$ cat config.mk
export PLATFORM = sky130hd
export DESIGN_NAME = clksr_ctrl
export DESIGN_NICKNAME = d
export VERILOG_FILES = /design/src/verilog/clksr_pkg.sv /design/src/verilog/clksr_div.sv /design/src/verilog/clksr_cal.sv /design/src/verilog/clksr_ctrl.sv
export SDC_FILE = /design/constraint.sdc
export NUM_CORES = 1
export LEC_CHECK = 0
export ABC_AREA = 1
export BUFFER_PORTS_ARGS = -buffer_cell sky130_fd_sc_hd__clkbuf_2
export CAP_MARGIN = 20
export CORE_ASPECT_RATIO = 0.8
export CORE_MARGIN = 1.5
export CORE_UTILIZATION = 52
export DETAILED_ROUTE_END_ITERATION = 12
export PLACE_DENSITY = 0.79
export REMOVE_ABC_BUFFERS = 1
export SLEW_MARGIN = 20
export SYNTH_ARGS = -nofsm -noshare
export SYNTH_HDL_FRONTEND = slang
export SYNTH_SLANG_ARGS = --single-unit
$ cat constraint.sdc
create_clock -name aclk -period 4.6 [get_ports aclk]
set_input_delay 0.69 -clock aclk [delete_from_list [all_inputs] [get_ports aclk]]
set_output_delay 0.69 -clock aclk [all_outputs]
set_load 0.01 [all_outputs]
$ cat src/verilog/clksr_pkg.sv
package clksr_pkg;

    // ========================================================================
    // register map (index = printed offset, byte address = 4 * index)
    // ========================================================================
    localparam int         ADDR_W    = 12;
    localparam logic [9:0] IDX_PLL   = 10'h010;
    localparam logic [9:0] IDX_CAL   = 10'h018;
    localparam logic [9:0] IDX_VDIV  = 10'h1E0;
    localparam logic [9:0] IDX_ROUTE = 10'h1E1;
    localparam logic [9:0] IDX_UPD   = 10'h232;
    localparam logic [9:0] IDX_STAT  = 10'h240;

    // one-hot select positions
    localparam int SEL_PLL   = 0;
    localparam int SEL_CAL   = 1;
    localparam int SEL_VDIV  = 2;
    localparam int SEL_ROUTE = 3;
    localparam int SEL_UPD   = 4;
    localparam int SEL_STAT  = 5;

    // ========================================================================
    // field positions
    // ========================================================================
    localparam int POS_PD   = 0;
    localparam int POS_POL  = 7;
    localparam int POS_CAL  = 0;
    localparam int POS_RAT  = 0;
    localparam int POS_BYP  = 0;
    localparam int POS_SRC  = 1;
    localparam int POS_UPD  = 0;

    // ========================================================================
    // reset values and encodings
    // ========================================================================
    localparam logic [1:0] PD_NORMAL = 2'h0;
    localparam logic [1:0] RST_PD    = 2'h1;
    localparam logic [2:0] RST_RATIO = 3'h2;
    localparam logic       RST_BYP   = 1'b0;
    localparam logic       RST_SRC   = 1'b0;
    localparam logic       RST_POL   = 1'b0;
    localparam logic       RST_CAL   = 1'b0;
    localparam logic [1:0] RESP_OKAY = 2'h0;
    localparam logic [1:0] RESP_DEC  = 2'h3;
    localparam logic [2:0] DIV_MIN   = 3'h2;

    // calibration run length in aclk cycles
    localparam logic [15:0] CAL_CYCLES_DEF = 16'h0040;

    typedef enum logic [1:0] {
        CAL_IDLE = 2'b01,
        CAL_RUN  = 2'b10
    } clksr_cal_st_t;

    function automatic logic [5:0] clksr_dec(input logic [ADDR_W-1:0] a);
        logic [5:0] s;
        s            = 6'h00;
        s[SEL_PLL]   = (a == {IDX_PLL, 2'b00});
        s[SEL_CAL]   = (a == {IDX_CAL, 2'b00});
        s[SEL_VDIV]  = (a == {IDX_VDIV, 2'b00});
        s[SEL_ROUTE] = (a == {IDX_ROUTE, 2'b00});
        s[SEL_UPD]   = (a == {IDX_UPD, 2'b00});
        s[SEL_STAT]  = (a == {IDX_STAT, 2'b00});
        return s;
    endfunction

    // unused codes above 100b clamp to the largest ratio
    function automatic logic [2:0] clksr_div_of(input logic [2:0] code);
        case (code)
            3'h0:    return 3'h2;
            3'h1:    return 3'h3;
            3'h2:    return 3'h4;
            3'h3:    return 3'h5;
            default: return 3'h6;
        endcase
    endfunction

endpackage

$ cat src/verilog/clksr_div.sv
`timescale 1ns/10ps
module clksr_div
(
    // clock and reset
    input  wire logic       aclk,
    input  wire logic       aresetn,
    // source and settings
    input  wire logic       src_lvl,
    input  wire logic [2:0] ratio,
    input  wire logic       bypass,
    // distribution clock
    output logic            dist_clk
);
    // ========================================================================
    // source edge counter
    // ========================================================================
    logic       prev_ff;
    logic [2:0] cnt_ff;
    logic       out_ff;
    logic [2:0] div_w;
    logic       rise_w;
    logic [2:0] nxt_cnt;
    logic       nxt_out;

    assign div_w    = clksr_pkg::clksr_div_of(ratio);
    assign rise_w   = src_lvl & ~prev_ff;
    // a smaller ratio can leave the count past its end: restart at once
    assign nxt_cnt  = (cnt_ff >= div_w) ? 3'h0 : !rise_w ? cnt_ff : (cnt_ff >= div_w - 3'h1) ? 3'h0 : cnt_ff + 3'h1;
    // high for the lower half of the count; bypass passes the source level through instead
    assign nxt_out  = bypass ? src_lvl : (nxt_cnt < (div_w >> 1));
    assign dist_clk = out_ff;

    always_ff @(posedge aclk)
    begin
        if (!aresetn)
        begin
            prev_ff <= 1'b0;
            cnt_ff  <= 3'h0;
            out_ff  <= 1'b0;
        end
        else
        begin
            prev_ff <= src_lvl;
            cnt_ff  <= nxt_cnt;
            out_ff  <= nxt_out;
        end
    end
endmodule

$ cat src/verilog/clksr_cal.sv
`timescale 1ns/10ps
module clksr_cal
#(
    parameter logic [15:0] CAL_CYCLES = clksr_pkg::CAL_CYCLES_DEF
)
(
    // clock and reset
    input  wire logic aclk,
    input  wire logic aresetn,
    // active calibrate bit
    input  wire logic cal_bit,
    // calibration engine
    output logic      cal_start,
    output logic      cal_busy
);
    // ========================================================================
    // rising-edge start and run timer
    // ========================================================================
    clksr_pkg::clksr_cal_st_t st_ff;
    clksr_pkg::clksr_cal_st_t nxt_st;
    logic        prev_ff;
    logic        start_ff;
    logic [15:0] cnt_ff;
    logic [15:0] nxt_cnt;
    logic        rise_w;

    // prev resets low, so the first set after reset already starts a run
    assign rise_w = cal_bit & ~prev_ff;

    always_comb
    begin
        nxt_st  = st_ff;
        nxt_cnt = cnt_ff;
        case (st_ff)
            clksr_pkg::CAL_IDLE:
            begin
                if (rise_w)
                begin
                    nxt_st  = clksr_pkg::CAL_RUN;
                    nxt_cnt = CAL_CYCLES;
                end
            end
            clksr_pkg::CAL_RUN:
            begin
                // a new edge mid-run restarts the timer
                if (rise_w)
                    nxt_cnt = CAL_CYCLES;
                else if (cnt_ff <= 16'h0001)
                begin
                    nxt_st  = clksr_pkg::CAL_IDLE;
                    nxt_cnt = 16'h0000;
                end
                else
                    nxt_cnt = cnt_ff - 16'h0001;
            end
            default:
            begin
                nxt_st  = clksr_pkg::CAL_IDLE;
                nxt_cnt = 16'h0000;
            end
        endcase
    end

    always_ff @(posedge aclk)
    begin
        if (!aresetn)
        begin
            st_ff    <= clksr_pkg::CAL_IDLE;
            cnt_ff   <= 16'h0000;
            prev_ff  <= 1'b0;
            start_ff <= 1'b0;
        end
        else
        begin
            st_ff    <= nxt_st;
            cnt_ff   <= nxt_cnt;
            prev_ff  <= cal_bit;
            start_ff <= rise_w;
        end
    end

    assign cal_start = start_ff;
    assign cal_busy  = (st_ff == clksr_pkg::CAL_RUN);
endmodule

$ cat src/verilog/clksr_ctrl.sv
`timescale 1ns/10ps
// Notes on behaviour
// - reset: pll powered down, external clock divided
// - reset loads ratio 010b, divider used, external
// - three-bit ratio selects divide 2 to 6
// - bypass bit 1 passes source straight through
// - source select 1 internal vco, 0 external
// - divider path never divides by less than 2
// - external selected with pll on: vco off
// - power-down 00b normal, 01b powered down
// - polarity bit 0 positive, 1 negative
module clksr_ctrl
#(
    parameter logic [15:0] CAL_CYCLES = clksr_pkg::CAL_CYCLES_DEF
)
(
    // clock and reset
    input  wire logic        aclk,
    input  wire logic        aresetn,
    // axi4-lite write address
    input  wire logic [11:0] awaddr,
    input  wire logic        awvalid,
    output logic             awready,
    // axi4-lite write data
    input  wire logic [31:0] wdata,
    input  wire logic [3:0]  wstrb,
    input  wire logic        wvalid,
    output logic             wready,
    // axi4-lite write response
    output logic [1:0]       bresp,
    output logic             bvalid,
    input  wire logic        bready,
    // axi4-lite read
    input  wire logic [11:0] araddr,
    input  wire logic        arvalid,
    output logic             arready,
    output logic [31:0]      rdata,
    output logic [1:0]       rresp,
    output logic             rvalid,
    input  wire logic        rready,
    // clock source pins
    input  wire logic        ext_clk_in,
    input  wire logic        vco_clk_in,
    // distribution and analog controls
    output logic             dist_clk,
    output logic [1:0]       pll_pd_field,
    output logic             pll_powerdown,
    output logic             pfd_pol_neg,
    output logic             vco_power_en,
    output logic             prescaler_ext_sel,
    output logic             vco_cal_start,
    output logic             vco_cal_busy
);
    // ========================================================================
    // axi4-lite slave
    // ========================================================================
    logic        aw_hold_ff;
    logic [11:0] awaddr_ff;
    logic        w_hold_ff;
    logic [31:0] wdata_ff;
    logic        wstrb0_ff;
    logic        bvalid_ff;
    logic [1:0]  bresp_ff;
    logic        rvalid_ff;
    logic [31:0] rdata_ff;
    logic [1:0]  rresp_ff;
    logic        do_wr;
    logic        do_rd;
    logic [5:0]  wsel;
    logic [5:0]  rsel;
    logic        wr_en;
    logic [31:0] rd_mux;

    assign awready = ~aw_hold_ff;
    assign wready  = ~w_hold_ff;
    assign arready = ~rvalid_ff;
    assign bvalid  = bvalid_ff;
    assign bresp   = bresp_ff;
    assign rvalid  = rvalid_ff;
    assign rdata   = rdata_ff;
    assign rresp   = rresp_ff;
    assign do_wr   = aw_hold_ff & w_hold_ff & ~bvalid_ff;
    assign do_rd   = arvalid & ~rvalid_ff;
    assign wsel    = clksr_pkg::clksr_dec(awaddr_ff);
    assign rsel    = clksr_pkg::clksr_dec(araddr);
    // only lane 0 carries register bits; others are ignored
    assign wr_en   = do_wr & wstrb0_ff;

    always_ff @(posedge aclk)
    begin
        if (!aresetn)
        begin
            aw_hold_ff <= 1'b0;
            awaddr_ff  <= 12'h000;
            w_hold_ff  <= 1'b0;
            wdata_ff   <= 32'h00000000;
            wstrb0_ff  <= 1'b0;
            bvalid_ff  <= 1'b0;
            bresp_ff   <= clksr_pkg::RESP_OKAY;
        end
        else
        begin
            if (awvalid && !aw_hold_ff)
            begin
                aw_hold_ff <= 1'b1;
                awaddr_ff  <= awaddr;
            end
            else if (do_wr)
                aw_hold_ff <= 1'b0;
            if (wvalid && !w_hold_ff)
            begin
                w_hold_ff <= 1'b1;
                wdata_ff  <= wdata;
                wstrb0_ff <= wstrb[0];
            end
            else if (do_wr)
                w_hold_ff <= 1'b0;
            if (do_wr)
            begin
                bvalid_ff <= 1'b1;
                bresp_ff  <= (|wsel) ? clksr_pkg::RESP_OKAY : clksr_pkg::RESP_DEC;
            end
            else if (bready)
                bvalid_ff <= 1'b0;
        end
    end

    always_ff @(posedge aclk)
    begin
        if (!aresetn)
        begin
            rvalid_ff <= 1'b0;
            rdata_ff  <= 32'h00000000;
            rresp_ff  <= clksr_pkg::RESP_OKAY;
        end
        else if (do_rd)
        begin
            rvalid_ff <= 1'b1;
            rdata_ff  <= rd_mux;
            rresp_ff  <= (|rsel) ? clksr_pkg::RESP_OKAY : clksr_pkg::RESP_DEC;
        end
        else if (rready)
            rvalid_ff <= 1'b0;
    end

    // ========================================================================
    // staged and active settings
    // ========================================================================
    logic [1:0] stg_pd_ff;
    logic       stg_pol_ff;
    logic       stg_cal_ff;
    logic [2:0] stg_rat_ff;
    logic       stg_byp_ff;
    logic       stg_src_ff;
    logic [1:0] act_pd_ff;
    logic       act_pol_ff;
    logic       act_cal_ff;
    logic [2:0] act_rat_ff;
    logic       act_byp_ff;
    logic       act_src_ff;
    logic       upd_w;
    logic [1:0] nxt_act_pd;
    logic       nxt_act_src;
    logic       pwrdn_ff;
    logic       vco_en_ff;
    logic       pre_ext_ff;

    // staged writes reach the outputs together, avoiding glitchy routing mixes
    assign upd_w       = wr_en & wsel[clksr_pkg::SEL_UPD] & wdata_ff[clksr_pkg::POS_UPD];
    assign nxt_act_pd  = upd_w ? stg_pd_ff : act_pd_ff;
    assign nxt_act_src = upd_w ? stg_src_ff : act_src_ff;

    always_ff @(posedge aclk)
    begin
        if (!aresetn)
        begin
            stg_pd_ff  <= clksr_pkg::RST_PD;
            stg_pol_ff <= clksr_pkg::RST_POL;
            stg_cal_ff <= clksr_pkg::RST_CAL;
            stg_rat_ff <= clksr_pkg::RST_RATIO;
            stg_byp_ff <= clksr_pkg::RST_BYP;
            stg_src_ff <= clksr_pkg::RST_SRC;
        end
        else if (wr_en)
        begin
            if (wsel[clksr_pkg::SEL_PLL])
            begin
                stg_pd_ff  <= wdata_ff[clksr_pkg::POS_PD +: 2];
                stg_pol_ff <= wdata_ff[clksr_pkg::POS_POL];
            end
            if (wsel[clksr_pkg::SEL_CAL])
                stg_cal_ff <= wdata_ff[clksr_pkg::POS_CAL];
            if (wsel[clksr_pkg::SEL_VDIV])
                stg_rat_ff <= wdata_ff[clksr_pkg::POS_RAT +: 3];
            if (wsel[clksr_pkg::SEL_ROUTE])
            begin
                stg_byp_ff <= wdata_ff[clksr_pkg::POS_BYP];
                stg_src_ff <= wdata_ff[clksr_pkg::POS_SRC];
            end
        end
    end

    always_ff @(posedge aclk)
    begin
        if (!aresetn)
        begin
            act_pd_ff  <= clksr_pkg::RST_PD;
            act_pol_ff <= clksr_pkg::RST_POL;
            act_cal_ff <= clksr_pkg::RST_CAL;
            act_rat_ff <= clksr_pkg::RST_RATIO;
            act_byp_ff <= clksr_pkg::RST_BYP;
            act_src_ff <= clksr_pkg::RST_SRC;
            pwrdn_ff   <= 1'b1;
            vco_en_ff  <= 1'b0;
            pre_ext_ff <= 1'b1;
        end
        else
        begin
            if (upd_w)
            begin
                act_pol_ff <= stg_pol_ff;
                act_cal_ff <= stg_cal_ff;
                act_rat_ff <= stg_rat_ff;
                act_byp_ff <= stg_byp_ff;
            end
            act_pd_ff  <= nxt_act_pd;
            act_src_ff <= nxt_act_src;
            pwrdn_ff   <= (nxt_act_pd != clksr_pkg::PD_NORMAL);
            // unused internal vco is kept off while the external input is chosen
            vco_en_ff  <= (nxt_act_pd == clksr_pkg::PD_NORMAL) & nxt_act_src;
            pre_ext_ff <= ~nxt_act_src;
        end
    end

    assign pll_pd_field      = act_pd_ff;
    assign pll_powerdown     = pwrdn_ff;
    assign pfd_pol_neg       = act_pol_ff;
    assign vco_power_en      = vco_en_ff;
    assign prescaler_ext_sel = pre_ext_ff;

    // ========================================================================
    // register read mux (reads show staged values, status shows active)
    // ========================================================================
    logic [31:0] stat_w;

    assign stat_w = {22'h000000, vco_cal_busy, act_src_ff, act_byp_ff, act_rat_ff,
                     act_pol_ff, act_cal_ff, act_pd_ff};
    assign rd_mux = rsel[clksr_pkg::SEL_PLL]   ? {24'h000000, stg_pol_ff, 5'h00, stg_pd_ff} :
                    rsel[clksr_pkg::SEL_CAL]   ? {31'h00000000, stg_cal_ff} :
                    rsel[clksr_pkg::SEL_VDIV]  ? {29'h00000000, stg_rat_ff} :
                    rsel[clksr_pkg::SEL_ROUTE] ? {30'h00000000, stg_src_ff, stg_byp_ff} :
                    rsel[clksr_pkg::SEL_STAT]  ? stat_w : 32'h00000000;

    // ========================================================================
    // source pins, selection and divider
    // ========================================================================
    logic [1:0] sync1_ff;
    logic [1:0] sync2_ff;
    logic       src_lvl;

    always_ff @(posedge aclk)
    begin
        if (!aresetn)
        begin
            sync1_ff <= 2'h0;
            sync2_ff <= 2'h0;
        end
        else
        begin
            sync1_ff <= {vco_clk_in, ext_clk_in};
            sync2_ff <= sync1_ff;
        end
    end

    assign src_lvl = act_src_ff ? sync2_ff[1] : sync2_ff[0];

    clksr_div u_div
    (
        .aclk     (aclk),
        .aresetn  (aresetn),
        .src_lvl  (src_lvl),
        .ratio    (act_rat_ff),
        .bypass   (act_byp_ff),
        .dist_clk (dist_clk)
    );

    clksr_cal #(.CAL_CYCLES(CAL_CYCLES)) u_cal
    (
        .aclk      (aclk),
        .aresetn   (aresetn),
        .cal_bit   (act_cal_ff),
        .cal_start (vco_cal_start),
        .cal_busy  (vco_cal_busy)
    );
endmodule

# == After elaboration in Yosys (flattened, before gate mapping) ==
# Cells that the tools add are included.
# totals
elab_cells,125
register_bits,111
output_inout_bits,50
inputBits,69
# op_classes
muxes,30
eq_ne,20
n_addsub,3
bitwise,16
magnitude_cmp,4
n_reduce_logical,18
# ops
operator,count
$mux W10,5
$eq A12 B11 Y1 const B,4
$eq A12 B12 Y1 const B,4
$eq A12 B7 Y1 const B,4
$mux W16,3
$pmux W16 S2,1
$le A16 B1 Y1 const B,1
$sub A16 B1 Y16 const B,1
$mux W2,6
$pmux W3 S4,1
$reduce_or A6 Y1,2
$mux W1,10
$reduce_bool A2 Y1,5
$and A1 B1 Y1,9
$mux W3,3
$reduce_and A2 Y1,4
$not A1 Y1,7
$eq A3 B2 Y1 const B,2
$ge A3 B3 Y1,2
$ne A2 B1 Y1 const B,2
$pmux W2 S2,1
$add A3 B1 Y3 const B,1
$eq A3 B1 Y1 const B,1
$logic_not A3 Y1,1
9 further kinds,11

# == Logic depth before layout (Yosys ltp) ==
# Gate-level depths: netlist of the first run.
# depth
ltp_word,9
mapped_depth,17
depth_no_buf,17

# == Hierarchy ==
# A second synthesis of the first run with hierarchy kept.
# hier_totals
hier_cells,623
hier_area_um2,4436.8
# modules_own_cells
mod,cells_per_inst,n_inst,area_each_um2,seq_area_each_um2
clksr_ctrl,391,1,2840.2,1161.1
clksr_cal,162,1,1136.1,400.4
clksr_div,70,1,460.4,100.1

# == Worst setup path after synthesis of the first run ==
# No wires, ideal clock.
# synth_path
kind,flip-flop to flip-flop
start,register act_rat_ff[0]
end,register u_div.out_ff (netlist: u_div.dist_clk)
stages_incl_launch_ff,18
slack_ns,2.501
path_buffers,0
arrival_ns,1.987
setup_ns,0.112
required_ns,4.488
period_less_slack_ns,2.099
path_cell_list,dfxtp_1 > inv_1 > nor2_1 > inv_1 > ha_1 > xor2_1 > ha_1 > a21oi_1 > nand3_1 > nand2_1 > nand2_1 > nor2_1 > ha_1 > nor2_1 > nand2_1 > a21oi_1 > nand2_1 > nand2_1
# synth_between
elab_chain_cells,9
# synth_rtl
item,line,source
start: declaration,clksr_ctrl.sv:158,logic [2:0] act_rat_ff;
start signal: assignment,clksr_ctrl.sv:210,act_rat_ff <= clksr_pkg::RST_RATIO;
start signal: assignment,clksr_ctrl.sv:223,act_rat_ff <= stg_rat_ff;
"$eq A3 B2 Y1, or another cell as far along",clksr_pkg.sv:69,case (code)
$pmux W3 S4 *,clksr_pkg.sv:69,
$sub A3 B1 Y3,clksr_div.sv:28,assign nxt_cnt = (cnt_ff >= div_w) ? 3'h0 : !rise_w ? cnt_ff : (cnt_ff >= div_w - 3'h1) ? 3'h0 : cnt_ff + 3'h1 ...
$ge A3 B3 Y1,clksr_div.sv:28,
$mux W3 (2 in a row),clksr_div.sv:28,
$mux W3 *,clksr_div.sv:28,
via u_div.nxt_cnt[1],clksr_div.sv:22,logic [2:0] nxt_cnt;
$lt A3 B2 Y1 *,clksr_div.sv:30,assign nxt_out = bypass ? src_lvl : (nxt_cnt < (div_w >> 1));
$mux W1 *,clksr_div.sv:30,
end signal: assignment,clksr_div.sv:45,out_ff <= nxt_out;
end: declaration,clksr_div.sv:19,logic out_ff;
# The timed path passes the listed nets; every way through them passes the cells marked *.
# A chain may end at the register's enable or synchronous reset.

# == Final worst setup path of the first run ==
# layout_path
start,register act_rat_ff[2]
end,register u_div.out_ff (netlist: u_div.dist_clk)
# The elaborated chain is that of the path after synthesis.

==> results.md, run 1 <==
- Post-CTS setup buffers: 0
- Synth Warn #: 0
- Syn_area_per_cell: roughly 7.2 um^2
- Starting Density: 0.532
- GRT Total Usage: 0.223
- CTS Buf Count: 9
- Via count of the first global-routing pass: between 3000 and 4000
- Clock buffer depth: 2
- Initial DRC count: 190
- Nets: slightly below 800
- Fin crit period: around 2.4 ns
- Root Buffer: clkbuf_8
- Critical path endpoint: u_div.dist_clk$_SDFF_PN0_
- Area growth, synth to finish: 11.8%
- Most frequent cells in the layout: nor2_1 (104), nand2_1 (98), dfxtp_1 (83)
- Critical path's most frequent cell: nand2_1
- Commonest non-fill, non-tap cell in the layout: nor2_1
- FF+latch area: 1660 um^2
- Setup Crit Path Kind: reg2reg
- Yosys top cell area share: 0.371
- Placed insts: 788
- CTS tree: done
- Setup TNS: 0 ns
- Clk_lat worst skew: around 0.36 ns
- Worst Path Required: slightly below 5 ns
- Multi-input gate area: ~2300 um^2
- Pwr per Cell Area: about 440 nW/um^2
- Routed Antenna Nets: 0
- Status: finished, final reports clean
- Unique masters post-synth: 44
- Psw: just over 0.8 mW
- Die area: slightly above 9000 um^2
- Worst R2R Start: act_rat_ff[2]$_SDFFE_PN0P_
- Leakage: about 2.4 nW
- Fmax: around 420 MHz
- R2R Setup Slk: roughly 2.2 ns
- Placer Congestion: just under 0.9
- CP max stage delay: about 0.38 ns
- Worst path cell trace: inv_1 -> nand2_1 -> inv_1 -> ha_1 -> xor2_1 -> ha_1 -> nand3b_1 -> nand3_1 -> nand2_1 -> nand2_1 -> nor2_1 -> ha_1 -> nor2_1 -> nand2_1 -> a21oi_1 -> nand2_1 -> nand2_1
- Ports: between 100 and 150
- Peak VDD IR: roughly 0.19 mV
- Crit end category: flop
- Pre-Repair DR Iteration Count: 5
- Dpl hpwl: between 7000 and 8000 um
- Clock Skews: approximately 0.011 ns
- H-tree depth: 3
- Reg-to-Reg End: u_div.dist_clk$_SDFF_PN0_
- Maximum capacitance violations: 0
- Slew at the pin with the worst max-slew slack: approximately 0.63 ns
- Internal power: between 1 and 1.5 mW
- Final Setup Violations: 0
- Comb power frac: 0.355
- Worst Setup SP: act_rat_ff[2]$_SDFFE_PN0P_
- Tcrit/Tclk final: 0.520
- Synthesized area: roughly 4500 um^2
- CORE AREA: approximately 8400 um^2
- CP max-delay cell: dfxtp_1
- First-pass GRT wire length: 16400 um
- Vias: ~4000
- WHS: 0.419 ns
- Seq/Total Area, Yosys: 0.371
- Final WL: 9830 um
- Max-slew headroom: 0.577
- Drt wl/cell: approximately 12 um
- DR vias/cell: slightly above 5
- Die H: between 80 and 90 um
- Largest area contributor in the netlist: dfxtp_1
- CP startpoint kind: flop
- Initial antenna violation count: 0
- Fillers: 787
- Horiz. Die Dim: 107 um
- # diodes: 0
- Cell Rows: 30
- Reg power frac: 0.382
- R2r worst-path depth: 17
- Seq cells post-synth: 83
- Synth area leaders: dfxtp_1 (37%), nor2_1 (8.7%), nand2_1 (8.2%)
- WP data arrival: ~2.7 ns
- Hold Vio Cnt, Final: 0
- Clock Pin Slew Worst Setup and Hold Paths: roughly 0.09 ns
- Slew Limit Fails: 0
- Post-Synthesis Cells: 624
- DRC Markers: 0
- Unrepaired setup endpoints after global routing: no
- Share of cells above drive strength 1: 0.197
- Hold Crit Class: reg2reg
- Critical path fanouts, max: 4
- Hold buffer count at cts: 0
- Final std cells w/o fill: 803
- Sink Count: between 80 and 90
- CTS resizes: 0
- Clk pwr share: 0.263
- Buffers on Ports: 65
- Final global-route overflow total: 0
- Sw Ratio: 0.379
- Largest net degree at the start of global routing: 46
-- cells by family after synthesis --
family | count (synthesis) | synth area share
buf+inv | 122 | 0.127
fa+ha+maj | 14 | 0.0391
mux | 1 | 0.00224
flops | 83 | 0.371
compound gates | 93 | 0.121
xor+xnor | 8 | 0.0157
simple gates | 302 | 0.322
other cells | 1 | 0.000838
-- flip-flops by register name (all words and copies together), names as in the netlist, 2 cells and up --
signal / count
sync2_ff: 2
act_rat_ff: 3
pll_pd_field: 2
u_cal.cnt_ff: 16
wdata_ff: 4
u_cal.st_ff: 2
u_div.cnt_ff: 3
sync1_ff: 2
rdata: 10
stg_rat_ff: 3
stg_pd_ff: 2
awaddr_ff: 12
-- critical path, delay by kind of cell, from the launching register on --
family / cells / cell delay (ns)
AND/OR/NAND/NOR: 10 / 0.77
adder cells (fa/ha/maj): 3 / 0.73
flip-flops: 1 / 0.38
buffers and inverters: 2 / 0.16
XOR/XNOR: 1 / 0.16
AO/OA/AOI/OAI: 1 / 0.12
-- power groups by stage --
stage               Sequential (mW)  Combinational (mW)  Clock [mW]
global placement              0.852               0.749           0
finish                        0.839               0.779       0.577
floorplan                     0.841               0.627           0
global route                  0.846               0.877       0.614
CTS                           0.837               0.775       0.582
detailed placement            0.853               0.771           0
-- stage by stage --
stage	cell area, um^2	utilization	total power [mW]	setup WS, ns
CTS	5000	0.595	2.19	2.21
detailed placement	4790	0.569	1.62	2.23
global route	5000	0.595	2.34	1.93
finish	5000	0.595	2.20	2.21
floorplan	4310	-	1.47	2.50
global placement	4790	0.569	1.60	2.30
-- cells in the mapped netlist, drive strengths merged --
library cell and n:
a211oi 4, a21oi 39, a31oi 1, and3 1, buf 32, clkbuf 4
clkinv 1, conb 1, dfxtp 83, ha 14, inv 85, mux2i 1
nand2 108, nand3 43, nand3b 3, nand4 12, nor2 120, nor3 11
nor3b 1, nor4 2, o2111ai 1, o211ai 3, o21a 1, o21ai 43
o21bai 1, or2 1, xnor2 3, xor2 5
-- per-layer routing --
layer  GRT usage  part of all wire
met1       0.280              0.46
met3      0.0676             0.064
met2       0.376              0.46
met5           0                 0
met4      0.0558            0.0092
-- area by class of cell --
| type | instances | share of cell area |
|---|---|---|
| sequential | 83 | 0.332 |
| timing repair buffer | 67 | 0.0680 |
| tap | 112 | 0.0280 |
| clock buffer | 10 | 0.0275 |
| inverter | 86 | 0.0645 |
| clock inverter | 5 | 0.0155 |
| multi-input combinational | 440 | 0.464 |
-- worst min path at each step --
stage	startpoint	end	cells past startpoint
after floorplan	sync1_ff[0]$_SDFF_PN0_	sync2_ff[0]$_SDFF_PN0_	2
after global placement	sync1_ff[0]$_SDFF_PN0_	sync2_ff[0]$_SDFF_PN0_	2
after detailed placement	sync1_ff[0]$_SDFF_PN0_	sync2_ff[0]$_SDFF_PN0_	2
after CTS	sync1_ff[0]$_SDFF_PN0_	sync2_ff[0]$_SDFF_PN0_	2
after global routing	sync1_ff[1]$_SDFF_PN0_	sync2_ff[1]$_SDFF_PN0_	2
final	sync1_ff[0]$_SDFF_PN0_	sync2_ff[0]$_SDFF_PN0_	2
No activity file was read; power rests on OpenSTA's default activity.
==> inputs of run 2 (changes only) <==
Clock period 4.6 ns to 2.3 ns, I/O delays scaled along.
==> run 2 against run 1 <==
Effect of this change: clock-buffer cell count up 3; routed wire length rose by 3.3%; register-to-register slack worse by 2.1 ns; first-iteration DRC count decreased by 0.53%; die area stayed put; worst setup slack got worse by 2.1 ns; clock power increased by 98%; cell area is 1.9% higher; critical path type unchanged; critical endpoint unchanged; largest cell class unchanged; highest routed layer unchanged.
==> results.md, run 2 (synthesis gave the netlist of run 1 again) <==
- Final WL: 10200 um (+3.3%)
- Commonest non-fill, non-tap cell in the layout: nor2_1
- Max reg flops: 16 (unchanged)
- Via count of the first global-routing pass: 3571 (-3.6%)
- Grt peak-use layer: met2
- Dpl hpwl: 7570 um (+2.8%)
- CTS Buf Count: 9 (unchanged)
- Clock Skews: 0.0126 ns (+0.00149 ns)
- DR vias/cell: 5.05 (-0.13%)
- Tcrit/Tclk final: 0.973 (+0.453)
- Met3 usage: 0.0616 (-0.00608)
- CP max stage delay: 0.34 ns (-0.04 ns)
- Final global-route overflow total: 0 (unchanged)
- Vias: 4079 (+0.49%)
- Die area: 9180 um^2 (unchanged)
- Buffers on Ports: 65 (unchanged)
- Grt met2 use: 0.362 (-0.0134)
- WP data arrival: 2.54 ns (-0.15 ns)
- Crit end category: flop
- Fmax: 447 MHz (+6.9%)
- Largest net degree at the start of global routing: 45 (-2.2%)
- Fin crit period: 2.24 ns (-0.155 ns)
- Pwr per Cell Area: 862 nW/um^2 (+97%)
- CORE AREA: 8410 um^2 (unchanged)
- Die H: 86.0 um (unchanged)
- Initial DRC count: 189 (-0.53%)
- Sink Count: 83 (unchanged)
- Family with the most delay on the worst path: simple AND/OR/NAND/NOR gates
- CTS tree: done
- Peak VDD IR: 0.544 mV (+190%)
- Ports: 119 (unchanged)
- Most frequent cells in the layout: nor2_1 (100), nand2_1 (96), dfxtp_1 (81)
- Final WS setup: 0.0624 ns (-2.14 ns)
- CP startpoint kind: flop
- Share of cells above drive strength 1: 0.223 (+0.0259)
- Placed insts: 789 (+0.13%)
- Placer Congestion: 0.900 (+1.1%)
- Horiz. Die Dim: 107 um (unchanged)
- Largest register by flop count: u_cal.cnt_ff
- CP Buf/Inv Count: 2 (unchanged)
- GRT Total Usage: 0.228 (+0.00457)
- Tot Pwr: 4.40 mW (+100%)
- Final Setup Violations: 0 (unchanged)
- Dpl ws: -0.0502 ns (-2.28 ns)
- Setup TNS: 0 ns (unchanged)
- Hold Vio Cnt, Final: 0 (unchanged)
- Met1 GRT Util: 0.303 (+0.0236)
- Area growth, synth to finish: 13.9%
- CP max-delay cell: dfxtp_2
- Critical path fanouts, max: 3 (-1)
- Critical path's most frequent cell: nand2_1
- Routed Antenna Nets: 0 (unchanged)
- Nets: 775 (+0.65%)
- DRC Markers: 0 (unchanged)
- Clock buffer depth: 2 (unchanged)
- Pre-Repair DR Iteration Count: 5 (unchanged)
- Maximum capacitance violations: 0 (unchanged)
- Leakage: 2.41 nW (+0.89%)
- Status: finished, final reports clean
- Root Buffer: clkbuf_8
- Max-slew headroom: 0.665 (+0.0881)
- Drt wl/cell: 12.6 um (+2.6%)
- Clock Pin Slew Worst Setup and Hold Paths: 0.08 ns (about the same)
- # diodes: 0 (unchanged)
- Initial antenna violation count: 0 (unchanged)
- Starting Density: 0.532 (unchanged)
- Hold Crit Class: in2reg
- Worst Path Required: 2.60 ns (-2.30 ns)
- Slew Limit Fails: 0 (unchanged)
- Setup Crit Path Kind: reg2reg
- H-tree depth: 3 (unchanged)
- Cell Rows: 30 (unchanged)
- Worst path cell trace: inv_2 -> nor2_4 -> inv_2 -> ha_4 -> xor2_2 -> ha_4 -> nand3b_1 -> nand3_1 -> nand2_1 -> nand2_2 -> nor2_2 -> ha_2 -> nor2_2 -> nand2_1 -> a21oi_1 -> nand2_1 -> nand2_1
- Slew at the pin with the worst max-slew slack: 0.502 ns (-0.132 ns)
- Final std cells w/o fill: 808 (+0.62%)
- Clk_lat worst skew: 0.36 ns (about the same)
- First-pass GRT wire length: 16400 um (unchanged)
[run 2: cell types whose count changed in the layout (fill, tap and decap cells not counted), sizes merged]
cell      before  now
buf            2    7
clkbuf        75   78
clkinv         3    1
clkinvlp       1    0
[run 2: final cells by class]
cell class	count	area (um^2)
well taps	112	140
clock inverters	2	60.1
flip-flops and latches	83	1670
inverters	86	323
multi-input cells	440	2380
fillers	806	3310
clock buffers	13	149
repair buffers	72	378
[run 2: metrics by stage]
stage                util  hold WS (ns)  cell area [um^2]
detailed placement  0.570         0.401              4800
global route        0.606         0.162              5100
CTS                 0.597         0.156              5020
finish              0.606         0.169              5100
floorplan               -         0.390              4310
global placement    0.570         0.401              4800
[run 2: path summary, 6_finish.rpt]
check,from,endpoint,slack [ns],cells after the start
worst max-delay path,act_rat_ff[0]$_SDFFE_PN0P_,u_div.dist_clk$_SDFF_PN0_,0.06,17
worst min-delay path,vco_clk_in,sync1_ff[1]$_SDFF_PN0_,0.17,3
worst max register to register,act_rat_ff[0]$_SDFFE_PN0P_,u_div.dist_clk$_SDFF_PN0_,0.06,17
worst min register to register,sync1_ff[0]$_SDFF_PN0_,sync2_ff[0]$_SDFF_PN0_,0.42,2
[run 2: routing by layer]
layer,up-vias,part of all wire
met5,-,0
met2,130,0.46
met1,1849,0.46
met4,0,0.014
li1,2083,-
met3,17,0.058
[run 2: repair_timing]
action                                 4_1_cts  5_1_grt
resized for setup                            6       14
pin swaps                                    3        6
endpoints found under the hold margin        0        0
setup endpoints to repair                    1        1
buffers inserted                             1        3
hold buffers                                 0        0
[run 2: report_power, final]
part	switching (mW)	internal (mW)
Clock	0.500	0.637
Sequential	0.124	1.56
Combinational	1.03	0.553
Total	1.65	2.75
[run 2: worst reg2reg max path, stage by stage, from the launching register on]
cell and delay (ns):
dfxtp_2 0.34, inv_2 0.05, nor2_4 0.11, inv_2 0.07, ha_4 0.16, xor2_2 0.18, ha_4 0.30, nand3b_1 0.10
nand3_1 0.09, nand2_1 0.09, nand2_2 0.10, nor2_2 0.05, ha_2 0.18, nor2_2 0.08, nand2_1 0.05, a21oi_1 0.12
nand2_1 0.06, nand2_1 0.05
==> inputs of run 3 (changes only) <==
Settings changed: SYNTH_HIERARCHICAL from default to 1.
==> run 3 against run 2 <==
Effect of this change: clock-buffer cell count fell by 1; highest routed layer unchanged; global-route usage barely moved; power fell by 1.3%; area after synthesis fell by 0.89%; die area fell by 0.86%; combinational power fell by 4%; via count did not move; sequential power rose by 5%; cell count fell by 0.50%.
==> results.md, run 3 <==
- Critical path endpoint: u_div/dist_clk$_SDFF_PN0_
- DRC Markers: 0 (unchanged)
- Final Setup Violations: 0 (unchanged)
- Tot Pwr: 4.34 mW (-1.3%)
- Cell Rows: 29 (-3.3%)
- Synth area leaders: dfxtp_1 (37%), nand2_1 (11%), inv_1 (7.4%)
- First-pass GRT wire length: 16700 um (+1.5%)
- Hold buffer count at cts: 0 (unchanged)
- Synthesized area: 4440 um^2 (-0.89%)
- Reg-to-Reg End: u_div/dist_clk$_SDFF_PN0_
- Clock buffer depth: 2 (unchanged)
- Commonest non-fill, non-tap cell in the layout: nand2_1
- Pre-Repair DR Iteration Count: 5 (unchanged)
- Hold Vio Cnt, Final: 0 (unchanged)
- Final WL: 9940 um (-2.1%)
- CP Buf/Inv Count: 3 (+1)
- Nets: 774 (-0.13%)
- Largest net degree at the start of global routing: 31 (-31%)
- Clock Pin Slew Worst Setup and Hold Paths: 0.08 ns (about the same)
- Seq/Total Area, Yosys: 0.375 (+0.00335)
- Buffers on Ports: 65 (unchanged)
- Routed Antenna Nets: 0 (unchanged)
- Synth Warn #: 6 (+6)
- Max reg flops: 16 (unchanged)
- WP data arrival: 2.43 ns (-0.11 ns)
- Largest area contributor in the netlist: dfxtp_1
- Slew at the pin with the worst max-slew slack: 0.547 ns (+0.0443 ns)
- Tcrit/Tclk final: 0.946 (-0.0271)
- Most frequent cell after synthesis: nand2_1
- Number of cells on the critical path: 17 (unchanged)
- Critical path fanouts, max: 2 (-1)
- Crit end category: flop
- Worst Setup SP: act_rat_ff[2]$_SDFFE_PN0N_
- Fmax: 460 MHz (+2.9%)
- Sink Count: 83 (unchanged)
- R2r worst-path depth: 17 (unchanged)
- Clock Skews: 0.00861 ns (-0.00395 ns)
- Die area: 9100 um^2 (-0.86%)
- # diodes: 0 (unchanged)
- Fin crit period: 2.18 ns (-0.0622 ns)
- Horiz. Die Dim: 106 um (-0.44%)
- Final WS setup: 0.125 ns (+0.0622 ns)
- CTS tree: done
- Drt wl/cell: 12.4 um (-1.6%)
- Via count of the first global-routing pass: 3640 (+1.9%)
- Ys async rst share: 0 (unchanged)
- CORE AREA: 8090 um^2 (-3.8%)
- CP startpoint kind: flop
- CP max-delay cell: dfxtp_2
- Share of cells above drive strength 1: 0.204 (-0.0187)
- Pwr per Cell Area: 866 nW/um^2 (+0.44%)
- R2R Setup Slk: 0.12 ns (+0.06 ns)
- Seq cells post-synth: 83 (unchanged)
- DR vias/cell: 5.07 (+0.50%)
- Starting Density: 0.548 (+0.0159)
- Worst Path Required: 2.56 ns (-0.04 ns)
- Maximum capacitance violations: 0 (unchanged)
- Worst R2R Start: act_rat_ff[2]$_SDFFE_PN0N_
- Leakage: 2.46 nW (+2.2%)
- Area growth, synth to finish: 12.9%
- Most frequent cells in the layout: nand2_1 (126), inv_1 (85), dfxtp_1 (80)
- Initial antenna violation count: 0 (unchanged)
- Die H: 85.6 um (-0.43%)
- H-tree depth: 3 (unchanged)
- Hold Crit Class: in2reg
- Unrepaired setup endpoints after global routing: yes
- Max-slew headroom: 0.635 (-0.0296)
- Post-synth EDFFs: 0 (unchanged)
- Final global-route overflow total: 0 (unchanged)
- Placer Congestion: 0.942 (+4.6%)
- Largest register by flop count: u_cal/cnt_ff
- Critical path's most frequent cell: nand2_1
- Setup Crit Path Kind: reg2reg
- Top cells by instance count after synthesis: nand2_1 (128), inv_1 (87), dfxtp_1 (83), nor2_1 (74), a21oi_1 (44)
- Root Buffer: clkbuf_8
- Post-Synthesis Cells: 623 (-0.16%)
- Dpl ws: 0.0771 ns (+0.127 ns)
- CP max stage delay: 0.34 ns (about the same)
- Synth Flop Type: dfxtp_1
- Peak VDD IR: 0.571 mV (+5.0%)
- Worst path cell trace: inv_2 -> nand2_2 -> inv_2 -> ha_4 -> xor2_1 -> ha_1 -> a21oi_1 -> nand2_1 -> o21ai_1 -> nand2_1 -> inv_1 -> ha_2 -> nor2_1 -> nand2_1 -> a21oi_1 -> nand2_1 -> nand2_1
- Syn_area_per_cell: 7.12 um^2 (-0.74%)
- Vias: 4079 (unchanged)
- Unique masters post-synth: 41 (-6.8%)
- Initial DRC count: 298 (+58%)
- Clk_lat worst skew: 0.36 ns (about the same)
- GRT Total Usage: 0.228 (about the same)
- CTS Buf Count: 9 (unchanged)
- Ports: 119 (unchanged)
- Yosys top cell area share: 0.375 (+0.00335)
- Slew Limit Fails: 0 (unchanged)
- Status: finished, final reports clean
- Fillers: 744 (-7.7%)
- Family with the most delay on the worst path: adder cells
- Dpl hpwl: 7470 um (-1.3%)
-- run 3: timing repair --
item	in CTS	in global routing
setup endpoints to repair	0	1
gates resized for setup	0	12
setup buffers	0	2
-- run 3: where the power goes --
part | total (mW) | internal [mW] | switching (mW)
combinational | 1.52 | 0.542 | 0.979
sequential | 1.77 | 1.60 | 0.170
clock | 1.05 | 0.530 | 0.515
-- run 3: logic make-up (layout without fill, tap and decap cells) --
| kind of cell | after synthesis | after routing | share of synthesized area |
|---|---|---|---|
| and+or+nand+nor | 294 | 294 | 0.318 |
| buffers and inverters | 130 | 182 | 0.135 |
| AOI/OAI and AO/OA | 92 | 92 | 0.114 |
| DFF | 83 | 83 | 0.375 |
| adders and majority gates | 14 | 14 | 0.0395 |
| xor gates and xnor gates | 8 | 8 | 0.0158 |
| other | 1 | 22 | 0.000845 |
| muxes | 1 | 1 | 0.00254 |
-- run 3: final cells by class --
cell class / instances / area, um^2 / area share
clock inverter: 4 / 50.0 / 0.00999
clock buffer: 12 / 145 / 0.0290
timing repair buffer: 71 / 370 / 0.0739
tap: 108 / 135 / 0.0270
sequential: 83 / 1670 / 0.333
multi-input combinational: 431 / 2280 / 0.456
inverter: 95 / 358 / 0.0714
-- run 3: how the worst min path moves through the flow --
stage | start | end | slack, ns | cells after the start
after detailed placement | u_cal/prev_ff$_SDFF_PN0_ | u_cal/cal_start$_SDFF_PN0_ | 0.40 | 1
after global routing | vco_clk_in | sync1_ff[1]$_SDFF_PN0_ | 0.15 | 3
after global placement | sync1_ff[0]$_SDFF_PN0_ | sync2_ff[0]$_SDFF_PN0_ | 0.40 | 2
final | vco_clk_in | sync1_ff[1]$_SDFF_PN0_ | 0.17 | 3
after CTS | vco_clk_in | sync1_ff[1]$_SDFF_PN0_ | 0.16 | 3
after floorplan | sync1_ff[0]$_SDFF_PN0_ | sync2_ff[0]$_SDFF_PN0_ | 0.39 | 2
-- run 3: tightest hold or removal path, delay by kind of cell --
family        cells  cell delay (ns)
buf+inv           2             0.11
simple gates      1             0.04
-- run 3: per-stage QoR --
stage / TNS (ns) / instance area [um^2] / hold slack (ns) / std cells / util
4_1_cts: 0 / 4960 / 0.160 / 802 / 0.613
5_1_grt: -0.0199 / 5010 / 0.154 / 804 / 0.619
6_report: 0 / 5010 / 0.171 / 804 / 0.619
2_1_floorplan: 0 / 4280 / 0.390 / 609 / -
3_5_place_dp: 0 / 4770 / 0.401 / 786 / 0.589
3_3_place_gp: 0 / 4770 / 0.399 / 786 / 0.589
-- run 3: layer usage --
layer / vias up / global-route usage / wire length (um)
met5: - / 0 / 0
met4: 0 / 0.0737 / 159
met3: 17 / 0.0540 / 764
met2: 166 / 0.351 / 4230
met1: 1830 / 0.315 / 4780
li1: 2066 / - / -
